[config.mk]
export PLATFORM = sky130hd
export DESIGN_NAME = pws_seq
export DESIGN_NICKNAME = d
export VERILOG_FILES = /design/src/rtl/pws_pkg.sv /design/src/rtl/pws_seq.sv
export SDC_FILE = /design/constraint.sdc
export NUM_CORES = 1
export LEC_CHECK = 0
export BUFFER_PORTS_ARGS = -buffer_cell sky130_fd_sc_hd__buf_4
export CAP_MARGIN = 5
export CORE_MARGIN = 2
export CORE_UTILIZATION = 23
export CTS_CLUSTER_DIAMETER = 30
export DETAILED_ROUTE_END_ITERATION = 16
export PLACE_DENSITY_LB_ADDON = 0.08
export SLEW_MARGIN = 25
export SYNTH_ARGS = -nofsm -noshare
export SYNTH_HDL_FRONTEND = slang
export SYNTH_SLANG_ARGS = --single-unit
[constraint.sdc]
create_clock -name clk_sys_i -period 3.3 [get_ports clk_sys_i]
set_input_delay 0.66 -clock clk_sys_i [delete_from_list [all_inputs] [get_ports clk_sys_i]]
set_output_delay 0.66 -clock clk_sys_i [all_outputs]
set_load 0.01 [all_outputs]
[src/rtl/pws_pkg.sv]
package pws_pkg;
  // clock rates and derived dividers
  localparam int SYS_CLK_HZ = 250_000_000;
  localparam int SLOW_RC_HZ = 32_000;
  localparam int SLOW_DIV_CYC = SYS_CLK_HZ / SLOW_RC_HZ;
  // sequence lengths in slow ticks, and the tick counter width
  localparam int SEQ_PWR_TICKS = 16;
  localparam int SEQ_WAKE_MIN = 11;
  localparam int SEQ_WAKE_MAX = 16;
  localparam int SEQ_CNT_W = 5;
  // boot flow figures
  localparam int TRIM_TRIES = 5;
  localparam int XTAL_WAIT_US = 200;
  localparam int XTAL_WAIT_CYC = XTAL_WAIT_US * (SYS_CLK_HZ / 1_000_000);
  localparam logic [15:0] QSPI_MAGIC = 16'h7151;
  localparam int OTP_W = 64;
  localparam int HALF_W = 32;
  localparam int SYN_W = 7;
  localparam int CNTDN_W = 16;

  typedef enum logic [1:0] {MAP_ROM, MAP_RAM, MAP_NVM} pws_map_t;
  typedef enum logic [1:0] {CLK_SLOW_RC, CLK_FAST_RC, CLK_LOW_POWER} pws_clk_t;

  // one bit per regulator, used for enables and settled indications
  typedef struct packed {
    logic usb;
    logic bat;
    logic bandgap;
    logic io;
    logic io2;
    logic core;
    logic bat_ret;
    logic io_ret;
    logic io2_ret;
  } pws_reg_t;
endpackage : pws_pkg

[src/rtl/pws_seq.sv]
`timescale 1ns/1ns
// Summary of operation
// run from slow RC clock after reset
// first sample usb-versus-battery comparison
// usb present: start usb regulator, then bandgap
// no usb: battery regulator, then bandgap
// io rails, then core regulator
// core up: start fast oscillators, fast clock
// sequence done: release cpu
// rom after power-up, ram/nvm after wake
// power-up finishes in 16 slow ticks
// wake on sleep clock, 11 to 16 ticks
// sleep request: fast rc clock, sleep machine
// low power clock, optional retention regulators
// sleep entry turns core regulator off
// then battery and io regulators off
// last state starts nonzero countdown, sleeps
// ecc corrects single, flags double errors
// flag accepted only if all bytes agree
// trim inverses checked before register write
// trim retry, hardware reset after 5 failures
// wait 200 us before crystal use
// production flag picks nvm or serial boot
// qspi: reset, init, check magic word
// advance only on settled, cpu held till end
module pws_seq
  import pws_pkg::*;
#(
  parameter int SLOW_DIV = SLOW_DIV_CYC,
  parameter int XTAL_WAIT = XTAL_WAIT_CYC
) (
  // clock and reset
  input wire logic clk_sys_i,
  input wire logic resetn_i,
  // analog status pins
  input wire logic vbus_gt_vbat_i,
  input wire pws_reg_t reg_ok_i,
  input wire logic sleep_clk_i,
  input wire logic wake_req_i,
  // cpu side control
  input wire logic sleep_instruction_i,
  input wire logic remap_nvm_i,
  input wire logic [CNTDN_W-1:0] sleep_countdown_value_i,
  input wire logic ret_bat_en_i,
  input wire logic ret_io_en_i,
  input wire logic ret_io2_en_i,
  // otp read port
  input wire logic otp_valid_i,
  input wire logic [OTP_W-1:0] otp_word_i,
  input wire logic [SYN_W-1:0] otp_syndrome_i,
  input wire logic otp_parity_err_i,
  input wire logic [OTP_W-1:0] flag_word_i,
  // trim_section copy
  input wire logic trim_valid_i,
  input wire logic trim_last_i,
  input wire logic [OTP_W-1:0] trim_addr_word_i,
  input wire logic [OTP_W-1:0] trim_data_word_i,
  // qspi boot
  input wire logic boot_qspi_i,
  input wire logic qspi_done_i,
  input wire logic magic_valid_i,
  input wire logic [15:0] magic_i,
  // power outputs
  output pws_reg_t reg_en_o,
  output logic fast_rc_en_o,
  output logic fast_xtal_en_o,
  output pws_clk_t clk_sel_o,
  output logic cpu_run_o,
  output pws_map_t addr0_map_o,
  output logic asleep_o,
  output logic countdown_run_o,
  // otp outputs
  output logic [OTP_W-1:0] otp_data_o,
  output logic otp_corr_o,
  output logic otp_dbl_err_o,
  // boot outputs
  output logic trim_wr_o,
  output logic [HALF_W-1:0] trim_addr_o,
  output logic [HALF_W-1:0] trim_data_o,
  output logic trim_retry_o,
  output logic hw_reset_o,
  output logic xtal_use_o,
  output logic boot_nvm_o,
  output logic boot_serial_o,
  output logic qspi_rst_o,
  output logic qspi_init_o,
  output logic image_ok_o,
  output logic image_bad_o
);
  typedef enum logic [3:0] {P_CMP, P_USB, P_BAT, P_BG, P_IO, P_CORE, P_HOLD,
    P_RUN, G_LPCLK, G_OFF, G_SLEEP} pws_pstate_t;
  typedef enum logic [2:0] {B_IDLE, B_TRIM, B_XWAIT, B_PATH, B_QRST, B_QINIT,
    B_QMAGIC, B_DONE} pws_bstate_t;

  // two-flop synchronisers for pins, third flop for sleep clock edge
  logic [11:0] sync1;
  logic [11:0] sync2;
  logic slk3;
  always_ff @(posedge clk_sys_i)
  begin
    sync1 <= {vbus_gt_vbat_i, reg_ok_i, sleep_clk_i, wake_req_i};
    sync2 <= sync1;
    slk3 <= sync2[1];
  end
  logic vbus_s;
  pws_reg_t ok_s;
  logic slk_s;
  logic wake_s;
  assign {vbus_s, ok_s, slk_s, wake_s} = sync2;

  // slow rc tick divider
  logic [15:0] div;
  logic rc_tick;
  always_ff @(posedge clk_sys_i)
  begin
    if (!resetn_i)
      div <= '0;
    else
      div <= rc_tick ? '0 : div + 16'h0001;
  end
  assign rc_tick = (div == 16'(SLOW_DIV - 1));

  // power sequencer state
  pws_pstate_t ps, next_ps;
  logic waking, next_waking;
  logic [SEQ_CNT_W-1:0] cnt, next_cnt;
  logic [CNTDN_W-1:0] cdn, next_cdn;
  pws_reg_t next_reg_en;
  logic next_rc_en, next_xtal_en, next_cpu_run, next_asleep, next_cdn_run;
  pws_clk_t next_clk;
  pws_map_t next_map;
  logic tick;

  // wake runs on the sleep clock, power-up on slow rc
  assign tick = waking ? (slk_s & ~slk3) : rc_tick; // see

  always_comb
  begin
    next_ps = ps;
    next_waking = waking;
    next_cnt = cnt;
    next_cdn = cdn;
    next_reg_en = reg_en_o;
    next_rc_en = fast_rc_en_o;
    next_xtal_en = fast_xtal_en_o;
    next_clk = clk_sel_o;
    next_cpu_run = cpu_run_o;
    next_map = addr0_map_o;
    next_asleep = asleep_o;
    next_cdn_run = countdown_run_o;
    if (tick && ps < P_RUN && cnt != '1)
      next_cnt = cnt + 1'b1;
    case (ps)
      P_CMP:
        if (tick)
        begin
          next_ps = vbus_s ? P_USB : P_BAT;
          next_reg_en.usb = vbus_s;
          next_reg_en.bat = ~vbus_s;
        end
      P_USB:
        if (tick && ok_s.usb)
        begin
          next_reg_en.bandgap = 1'b1;
          next_ps = P_BG;
        end
      P_BAT:
        if (tick && ok_s.bat)
        begin
          next_reg_en.bandgap = 1'b1;
          next_ps = P_BG;
        end
      P_BG:
        if (tick && ok_s.bandgap)
        begin
          next_reg_en.io = 1'b1;
          next_reg_en.io2 = 1'b1;
          next_ps = P_IO;
        end
      P_IO:
        if (tick && ok_s.io && ok_s.io2)
        begin
          next_reg_en.core = 1'b1;
          next_ps = P_CORE;
        end
      P_CORE:
        if (tick && ok_s.core)
        begin
          next_rc_en = 1'b1;
          next_xtal_en = 1'b1;
          next_clk = CLK_FAST_RC;
          next_ps = P_HOLD;
        end
      P_HOLD:
        // fixed length after power-up, shorter floor after wake
        if (cnt >= (waking ? SEQ_CNT_W'(SEQ_WAKE_MIN)
                           : SEQ_CNT_W'(SEQ_PWR_TICKS))) // see
        begin
          next_cpu_run = 1'b1; // see
          next_map = waking ? (remap_nvm_i ? MAP_NVM : MAP_RAM) : MAP_ROM;
          next_reg_en.bat_ret = 1'b0;
          next_reg_en.io_ret = 1'b0;
          next_reg_en.io2_ret = 1'b0;
          next_ps = P_RUN;
        end
      P_RUN:
        if (sleep_instruction_i)
        begin
          next_cpu_run = 1'b0;
          next_clk = CLK_FAST_RC;
          next_ps = G_LPCLK;
        end
      G_LPCLK:
      begin
        next_clk = CLK_LOW_POWER;
        next_reg_en.bat_ret = ret_bat_en_i;
        next_reg_en.io_ret = ret_io_en_i;
        next_reg_en.io2_ret = ret_io2_en_i;
        next_reg_en.core = 1'b0;
        next_ps = G_OFF;
      end
      G_OFF:
      begin
        next_reg_en.bat = 1'b0;
        next_reg_en.usb = 1'b0;
        next_reg_en.bandgap = 1'b0;
        next_reg_en.io = 1'b0;
        next_reg_en.io2 = 1'b0;
        next_rc_en = 1'b0;
        next_xtal_en = 1'b0;
        next_cdn = sleep_countdown_value_i;
        next_cdn_run = (sleep_countdown_value_i != '0);
        next_asleep = 1'b1;
        next_ps = G_SLEEP;
      end
      G_SLEEP:
      begin
        if (countdown_run_o && slk_s && !slk3)
          next_cdn = cdn - 1'b1;
        if (wake_s || (countdown_run_o && cdn == '0))
        begin
          next_asleep = 1'b0;
          next_cdn_run = 1'b0;
          next_waking = 1'b1;
          next_cnt = '0;
          next_ps = P_CMP;
        end
      end
      default:
        next_ps = P_CMP;
    endcase
  end

  always_ff @(posedge clk_sys_i)
  begin
    if (!resetn_i)
    begin
      ps <= P_CMP;
      waking <= 1'b0;
      cnt <= '0;
      cdn <= '0;
      reg_en_o <= '0;
      fast_rc_en_o <= 1'b0;
      fast_xtal_en_o <= 1'b0;
      clk_sel_o <= CLK_SLOW_RC;
      cpu_run_o <= 1'b0;
      addr0_map_o <= MAP_ROM;
      asleep_o <= 1'b0;
      countdown_run_o <= 1'b0;
    end
    else
    begin
      ps <= next_ps;
      waking <= next_waking;
      cnt <= next_cnt;
      cdn <= next_cdn;
      reg_en_o <= next_reg_en;
      fast_rc_en_o <= next_rc_en;
      fast_xtal_en_o <= next_xtal_en;
      clk_sel_o <= next_clk;
      cpu_run_o <= next_cpu_run;
      addr0_map_o <= next_map;
      asleep_o <= next_asleep;
      countdown_run_o <= next_cdn_run;
    end
  end

  // secded correction: flip the bit the syndrome names
  logic [OTP_W-1:0] otp_fix;
  genvar gi;
  generate
    for (gi = 0; gi < OTP_W; gi++)
    begin : g_fix
      assign otp_fix[gi] = otp_word_i[gi] ^ (otp_parity_err_i &&
        otp_syndrome_i == SYN_W'(gi + 1));
    end
  endgenerate
  always_ff @(posedge clk_sys_i)
  begin
    if (!resetn_i)
    begin
      otp_data_o <= '0;
      otp_corr_o <= 1'b0;
      otp_dbl_err_o <= 1'b0;
    end
    else
    begin
      otp_data_o <= otp_valid_i ? otp_fix : otp_data_o;
      otp_corr_o <= otp_valid_i && otp_parity_err_i;
      otp_dbl_err_o <= otp_valid_i && !otp_parity_err_i
        && otp_syndrome_i != '0;
    end
  end

  // redundant flag and inverse checks
  logic flag_ok, prod_ready, trim_ok;
  always_comb
  begin
    flag_ok = 1'b1;
    for (int i = 1; i < OTP_W / 8; i++)
      if (flag_word_i[i*8 +: 8] != flag_word_i[7:0])
        flag_ok = 1'b0;
  end
  assign prod_ready = flag_ok && flag_word_i[7:0] != 8'h00;
  assign trim_ok = trim_addr_word_i[OTP_W-1:HALF_W] == ~trim_addr_word_i[HALF_W-1:0]
    && trim_data_word_i[OTP_W-1:HALF_W] == ~trim_data_word_i[HALF_W-1:0];

  // boot flow after a power-up release
  pws_bstate_t bs, next_bs;
  logic [2:0] tries, next_tries;
  logic [16:0] wcnt, next_wcnt;
  logic run_d;
  logic next_wr, next_retry, next_hwrst, next_xuse, next_nvm, next_ser;
  logic next_qrst, next_qinit, next_iok, next_ibad;

  always_comb
  begin
    next_bs = bs;
    next_tries = tries;
    next_wcnt = wcnt;
    next_wr = 1'b0;
    next_retry = 1'b0;
    next_hwrst = hw_reset_o;
    next_xuse = xtal_use_o;
    next_nvm = boot_nvm_o;
    next_ser = boot_serial_o;
    next_qrst = qspi_rst_o;
    next_qinit = qspi_init_o;
    next_iok = image_ok_o;
    next_ibad = image_bad_o;
    case (bs)
      B_IDLE:
        if (cpu_run_o && !run_d && addr0_map_o == MAP_ROM)
        begin
          next_tries = '0;
          next_bs = B_TRIM;
        end
      B_TRIM:
        if (trim_valid_i && !hw_reset_o)
        begin
          if (trim_ok)
          begin
            next_wr = 1'b1;
            if (trim_last_i)
            begin
              next_wcnt = '0;
              next_bs = B_XWAIT;
            end
          end
          else if (tries == 3'(TRIM_TRIES - 1))
            next_hwrst = 1'b1;
          else
          begin
            next_tries = tries + 3'h1;
            next_retry = 1'b1;
          end
        end
      B_XWAIT:
        if (wcnt == 17'(XTAL_WAIT - 1))
        begin
          next_xuse = 1'b1;
          next_bs = B_PATH;
        end
        else
          next_wcnt = wcnt + 17'h00001;
      B_PATH:
      begin
        next_nvm = prod_ready;
        next_ser = ~prod_ready;
        next_qrst = prod_ready && boot_qspi_i;
        next_bs = (prod_ready && boot_qspi_i) ? B_QRST : B_DONE;
      end
      B_QRST:
        if (qspi_done_i)
        begin
          next_qrst = 1'b0;
          next_qinit = 1'b1;
          next_bs = B_QINIT;
        end
      B_QINIT:
        if (qspi_done_i)
        begin
          next_qinit = 1'b0;
          next_bs = B_QMAGIC;
        end
      B_QMAGIC:
        if (magic_valid_i)
        begin
          next_iok = magic_i == QSPI_MAGIC;
          next_ibad = magic_i != QSPI_MAGIC;
          next_bs = B_DONE;
        end
      B_DONE:
        if (!cpu_run_o)
          next_bs = B_IDLE;
      default:
        next_bs = B_IDLE;
    endcase
  end

  always_ff @(posedge clk_sys_i)
  begin
    if (!resetn_i)
    begin
      bs <= B_IDLE;
      tries <= '0;
      wcnt <= '0;
      run_d <= 1'b0;
      trim_wr_o <= 1'b0;
      trim_addr_o <= '0;
      trim_data_o <= '0;
      trim_retry_o <= 1'b0;
      hw_reset_o <= 1'b0;
      xtal_use_o <= 1'b0;
      boot_nvm_o <= 1'b0;
      boot_serial_o <= 1'b0;
      qspi_rst_o <= 1'b0;
      qspi_init_o <= 1'b0;
      image_ok_o <= 1'b0;
      image_bad_o <= 1'b0;
    end
    else
    begin
      bs <= next_bs;
      tries <= next_tries;
      wcnt <= next_wcnt;
      run_d <= cpu_run_o;
      trim_wr_o <= next_wr;
      trim_addr_o <= next_wr ? trim_addr_word_i[HALF_W-1:0] : trim_addr_o;
      trim_data_o <= next_wr ? trim_data_word_i[HALF_W-1:0] : trim_data_o;
      trim_retry_o <= next_retry;
      hw_reset_o <= next_hwrst;
      xtal_use_o <= next_xuse;
      boot_nvm_o <= next_nvm;
      boot_serial_o <= next_ser;
      qspi_rst_o <= next_qrst;
      qspi_init_o <= next_qinit;
      image_ok_o <= next_iok;
      image_bad_o <= next_ibad;
    end
  end
endmodule : pws_seq
==> results.sh <==
export IMPL_antenna_found_initial=2
export IMPL_drv_cap=0
export IMPL_layout_nets=2229
export IMPL_syn_area_per_cell_um2=8.433
export IMPL_clkSinkCount=241
export IMPL_drc=0
export IMPL_globalplace_congestion=0.8200
export IMPL_track_usage=0.1792
export IMPL_clock_skew_ps=14.54
export IMPL_io_buffers=475
export IMPL_cts_made_buffers=80
export IMPL_layout_drive_gt1_share=0.3281
export IMPL_async_flop_share=0
export IMPL_vias=11997
export IMPL_start_util=0.2337
export IMPL_synth_top_area_cell="dfxtp_1"
export IMPL_worst_pin_slew_ps=849.4
export IMPL_die_y_um=230
export IMPL_worstPathArrival_ps=3160
export IMPL_overflow=0
export IMPL_r2r_cells=8
export IMPL_post_cts_buffers=0
export IMPL_synth_most_common_cell="dfxtp_1"
export IMPL_routed_wl_um=48410
export IMPL_row_count=82
export IMPL_yosys_top_cells_count="241 x dfxtp_1, 216 x nor2_1, 105 x nand2_1"
export IMPL_crit_type="flop to flop"
export IMPL_drv_slew=0
export IMPL_coreArea_um2=50270
export IMPL_cp_end_kind="flop"
export IMPL_grt_pass1_vias=12327
export IMPL_timing_final_crit_share=0.8112
export IMPL_cts_path_max_buffers=3
export IMPL_clkTransAtPathRegs_ps=40
export IMPL_yosys_warnings=0
export IMPL_post_cts_resize_count=0
export IMPL_clock_latency_ps=580
export IMPL_die_w_um=230
export IMPL_hp_class="input pin to flop"
export IMPL_path_max_fanout=7
export IMPL_dieArea_um2=52900
export IMPL_holdCritStartpoint="reg_ok_i[7]"
export IMPL_syn2layout_area_growth_pct=59.99
export IMPL_grt_pass1_wl_um=73170
export IMPL_grt_max_degree=118
export IMPL_ys_types=64
export IMPL_synth_edf_count=0
export IMPL_timing_fmax_ghz=0.3736
export IMPL_startpoint_type="flop"
export IMPL_whs_path_depth=1
export IMPL_top_level_ports=479
export IMPL_relSlewSlack=0.4294
export IMPL_dp_hpwl_um=36980
export IMPL_reg2reg_to="ps[0]"
export IMPL_synth_seq_area_share=0.4107
export IMPL_netlist_area_leader_share=0.4107
export IMPL_drt_wirelength_per_cell_um=18.39
export IMPL_hold_path_end="sync1[9]"
export IMPL_ys_ff_latch=241
export IMPL_r2r_slack_ps=620
export IMPL_syn_inst=1393
export IMPL_setup_ws_ps=623.2
export IMPL_yosys_top_cells_area="dfxtp_1 41%, nor2_1 6.9%, mux2i_1 6.2%"
export IMPL_dr_pass1_iters=5
export IMPL_rsz0062_at_grt="no"
export IMPL_routed_via_density=4.556
export IMPL_setup_violations=0
export IMPL_hold_viol_final=0
export IMPL_synth_area_um2=11750
export IMPL_critPathRequiredTime_ps=3780
export IMPL_leakage_nw=8.133
export IMPL_cts_root_buf="clkbuf_16"
export IMPL_synth_nets=1725
export IMPL_cts_tree="built"
export IMPL_worstReg2RegStart="waking"
export IMPL_drtAntennaViolNets=0
export IMPL_hold_buffers=0
export IMPL_synth_ff_type="dfxtp_1"
export IMPL_vdd_drop_max_mv=0.3061
export IMPL_tns_ps=0
export IMPL_status="completed"
export IMPL_cellPowerDensity_nw_per_um2=602.4
export IMPL_drtIter0Drc=564
export IMPL_post_place_ws_ps=137.3
export IMPL_min_period_ps=2677
export IMPL_htreeDepth=3
state kept, by name, summed over array words and instances (netlist names), 2 cells and up:
| signal | cells |
|---|---|
| cnt | 5 |
| reg_en_o | 8 |
| addr0_map_o | 2 |
| ps | 4 |
| trim_data_o | 32 |
| wcnt | 17 |
| div | 16 |
| trim_addr_o | 32 |
| otp_data_o | 64 |
| tries | 3 |
| sync2 | 9 |
| sync1 | 9 |
| clk_sel_o | 2 |
| bs | 3 |
| cdn | 16 |
cells by family (layout without fill, tap and decap cells):
kind of cell    Yosys count  in the layout  share of synthesized area
buf+inv                  97            664                    0.03323
mux                      76             76                    0.06508
flops                   241            241                     0.4107
compound gates          255            255                     0.1409
xor+xnor                119            119                    0.08872
other cells               0              1                          0
fa+ha+maj                11             11                    0.01172
simple gates            594            594                     0.2497
worst max-delay path, stage by stage (launching register included):
cell	delay [ps]
dfxtp_1	480
inv_1	170
ha_1	320
a211o_1	280
a2111oi_0	430
nor3_1	130
a211o_1	350
and4_1	210
o32ai_1	220
stage by stage:
step	hold WS, ps	area [µm²]	instances	power (mW)	util
3_3_place_gp	314.5	16110	2487	3.985	0.3204
6_report	178.5	18790	2633	11.32	0.3738
3_5_place_dp	312.1	16110	2487	3.991	0.3204
4_1_cts	128.9	18790	2632	11.52	0.3737
5_1_grt	143.0	18790	2632	11.76	0.3738
2_1_floorplan	309.6	11750	1393	3.424	-
area by class of cell:
class,instances,area [µm²]
diodes,1,2.502
clock buffers,120,2405
clock inverters,25,274.0
fillers,5267,31480
inverters,18,72.57
multi-input cells,1055,6551
flip-flops and latches,241,4825
well taps,672,840.8
repair buffers,501,3824
power breakdown:
part / internal (mW) / switching (mW) / leakage (nW)
Sequential: 3.00 / 0.0458 / 1.97
Combinational: 0.467 / 0.426 / 4.83
Clock: 5.27 / 2.11 / 1.34
placed cells by master, fill, tap and decap left out, drive strengths merged, types with 4 or more instances in the layout:
cell / n
xnor2: 74
nor3b: 4
or4: 13
o22ai: 6
and3: 24
dfxtp: 241
buf: 501
nand2b: 6
nor4b: 4
nor2b: 6
o21ai: 65
clkinv: 18
a41oi: 5
inv: 21
a311oi: 32
nor2: 216
nand3b: 6
clkbuf: 120
and2: 10
a22oi: 4
nor4: 48
nand2: 105
a211oi: 42
xor2: 45
bufinv: 4
nand4: 32
nor3: 25
nand3: 36
o21a: 4
a31oi: 5
a21oi: 64
mux2i: 73
or3: 47
a21o: 4
ha: 11
routing by layer:
metal	global-route usage	vias to the layer above	routed length, µm
met4	0.06552	4	1232
li1	-	6059	-
met5	0	-	32
met1	0.2116	5502	20580
met3	0.06944	93	3965
met2	0.2938	339	22600
worst max-delay path by stage:
| stage | from | end | slack (ps) | cells past startpoint |
|---|---|---|---|---|
| finish | waking | ps[0] | 620 | 8 |
| global route | waking | ps[0] | 400 | 8 |
| CTS | waking | ps[0] | 590 | 8 |
| detailed placement | trim_addr_word_i[17] | wcnt[8] | 140 | 11 |
| global placement | flag_word_i[3] | bs[1] | 160 | 9 |
| floorplan | flag_word_i[11] | bs[1] | 690 | 7 |
(Power assumes the default switching activity.)
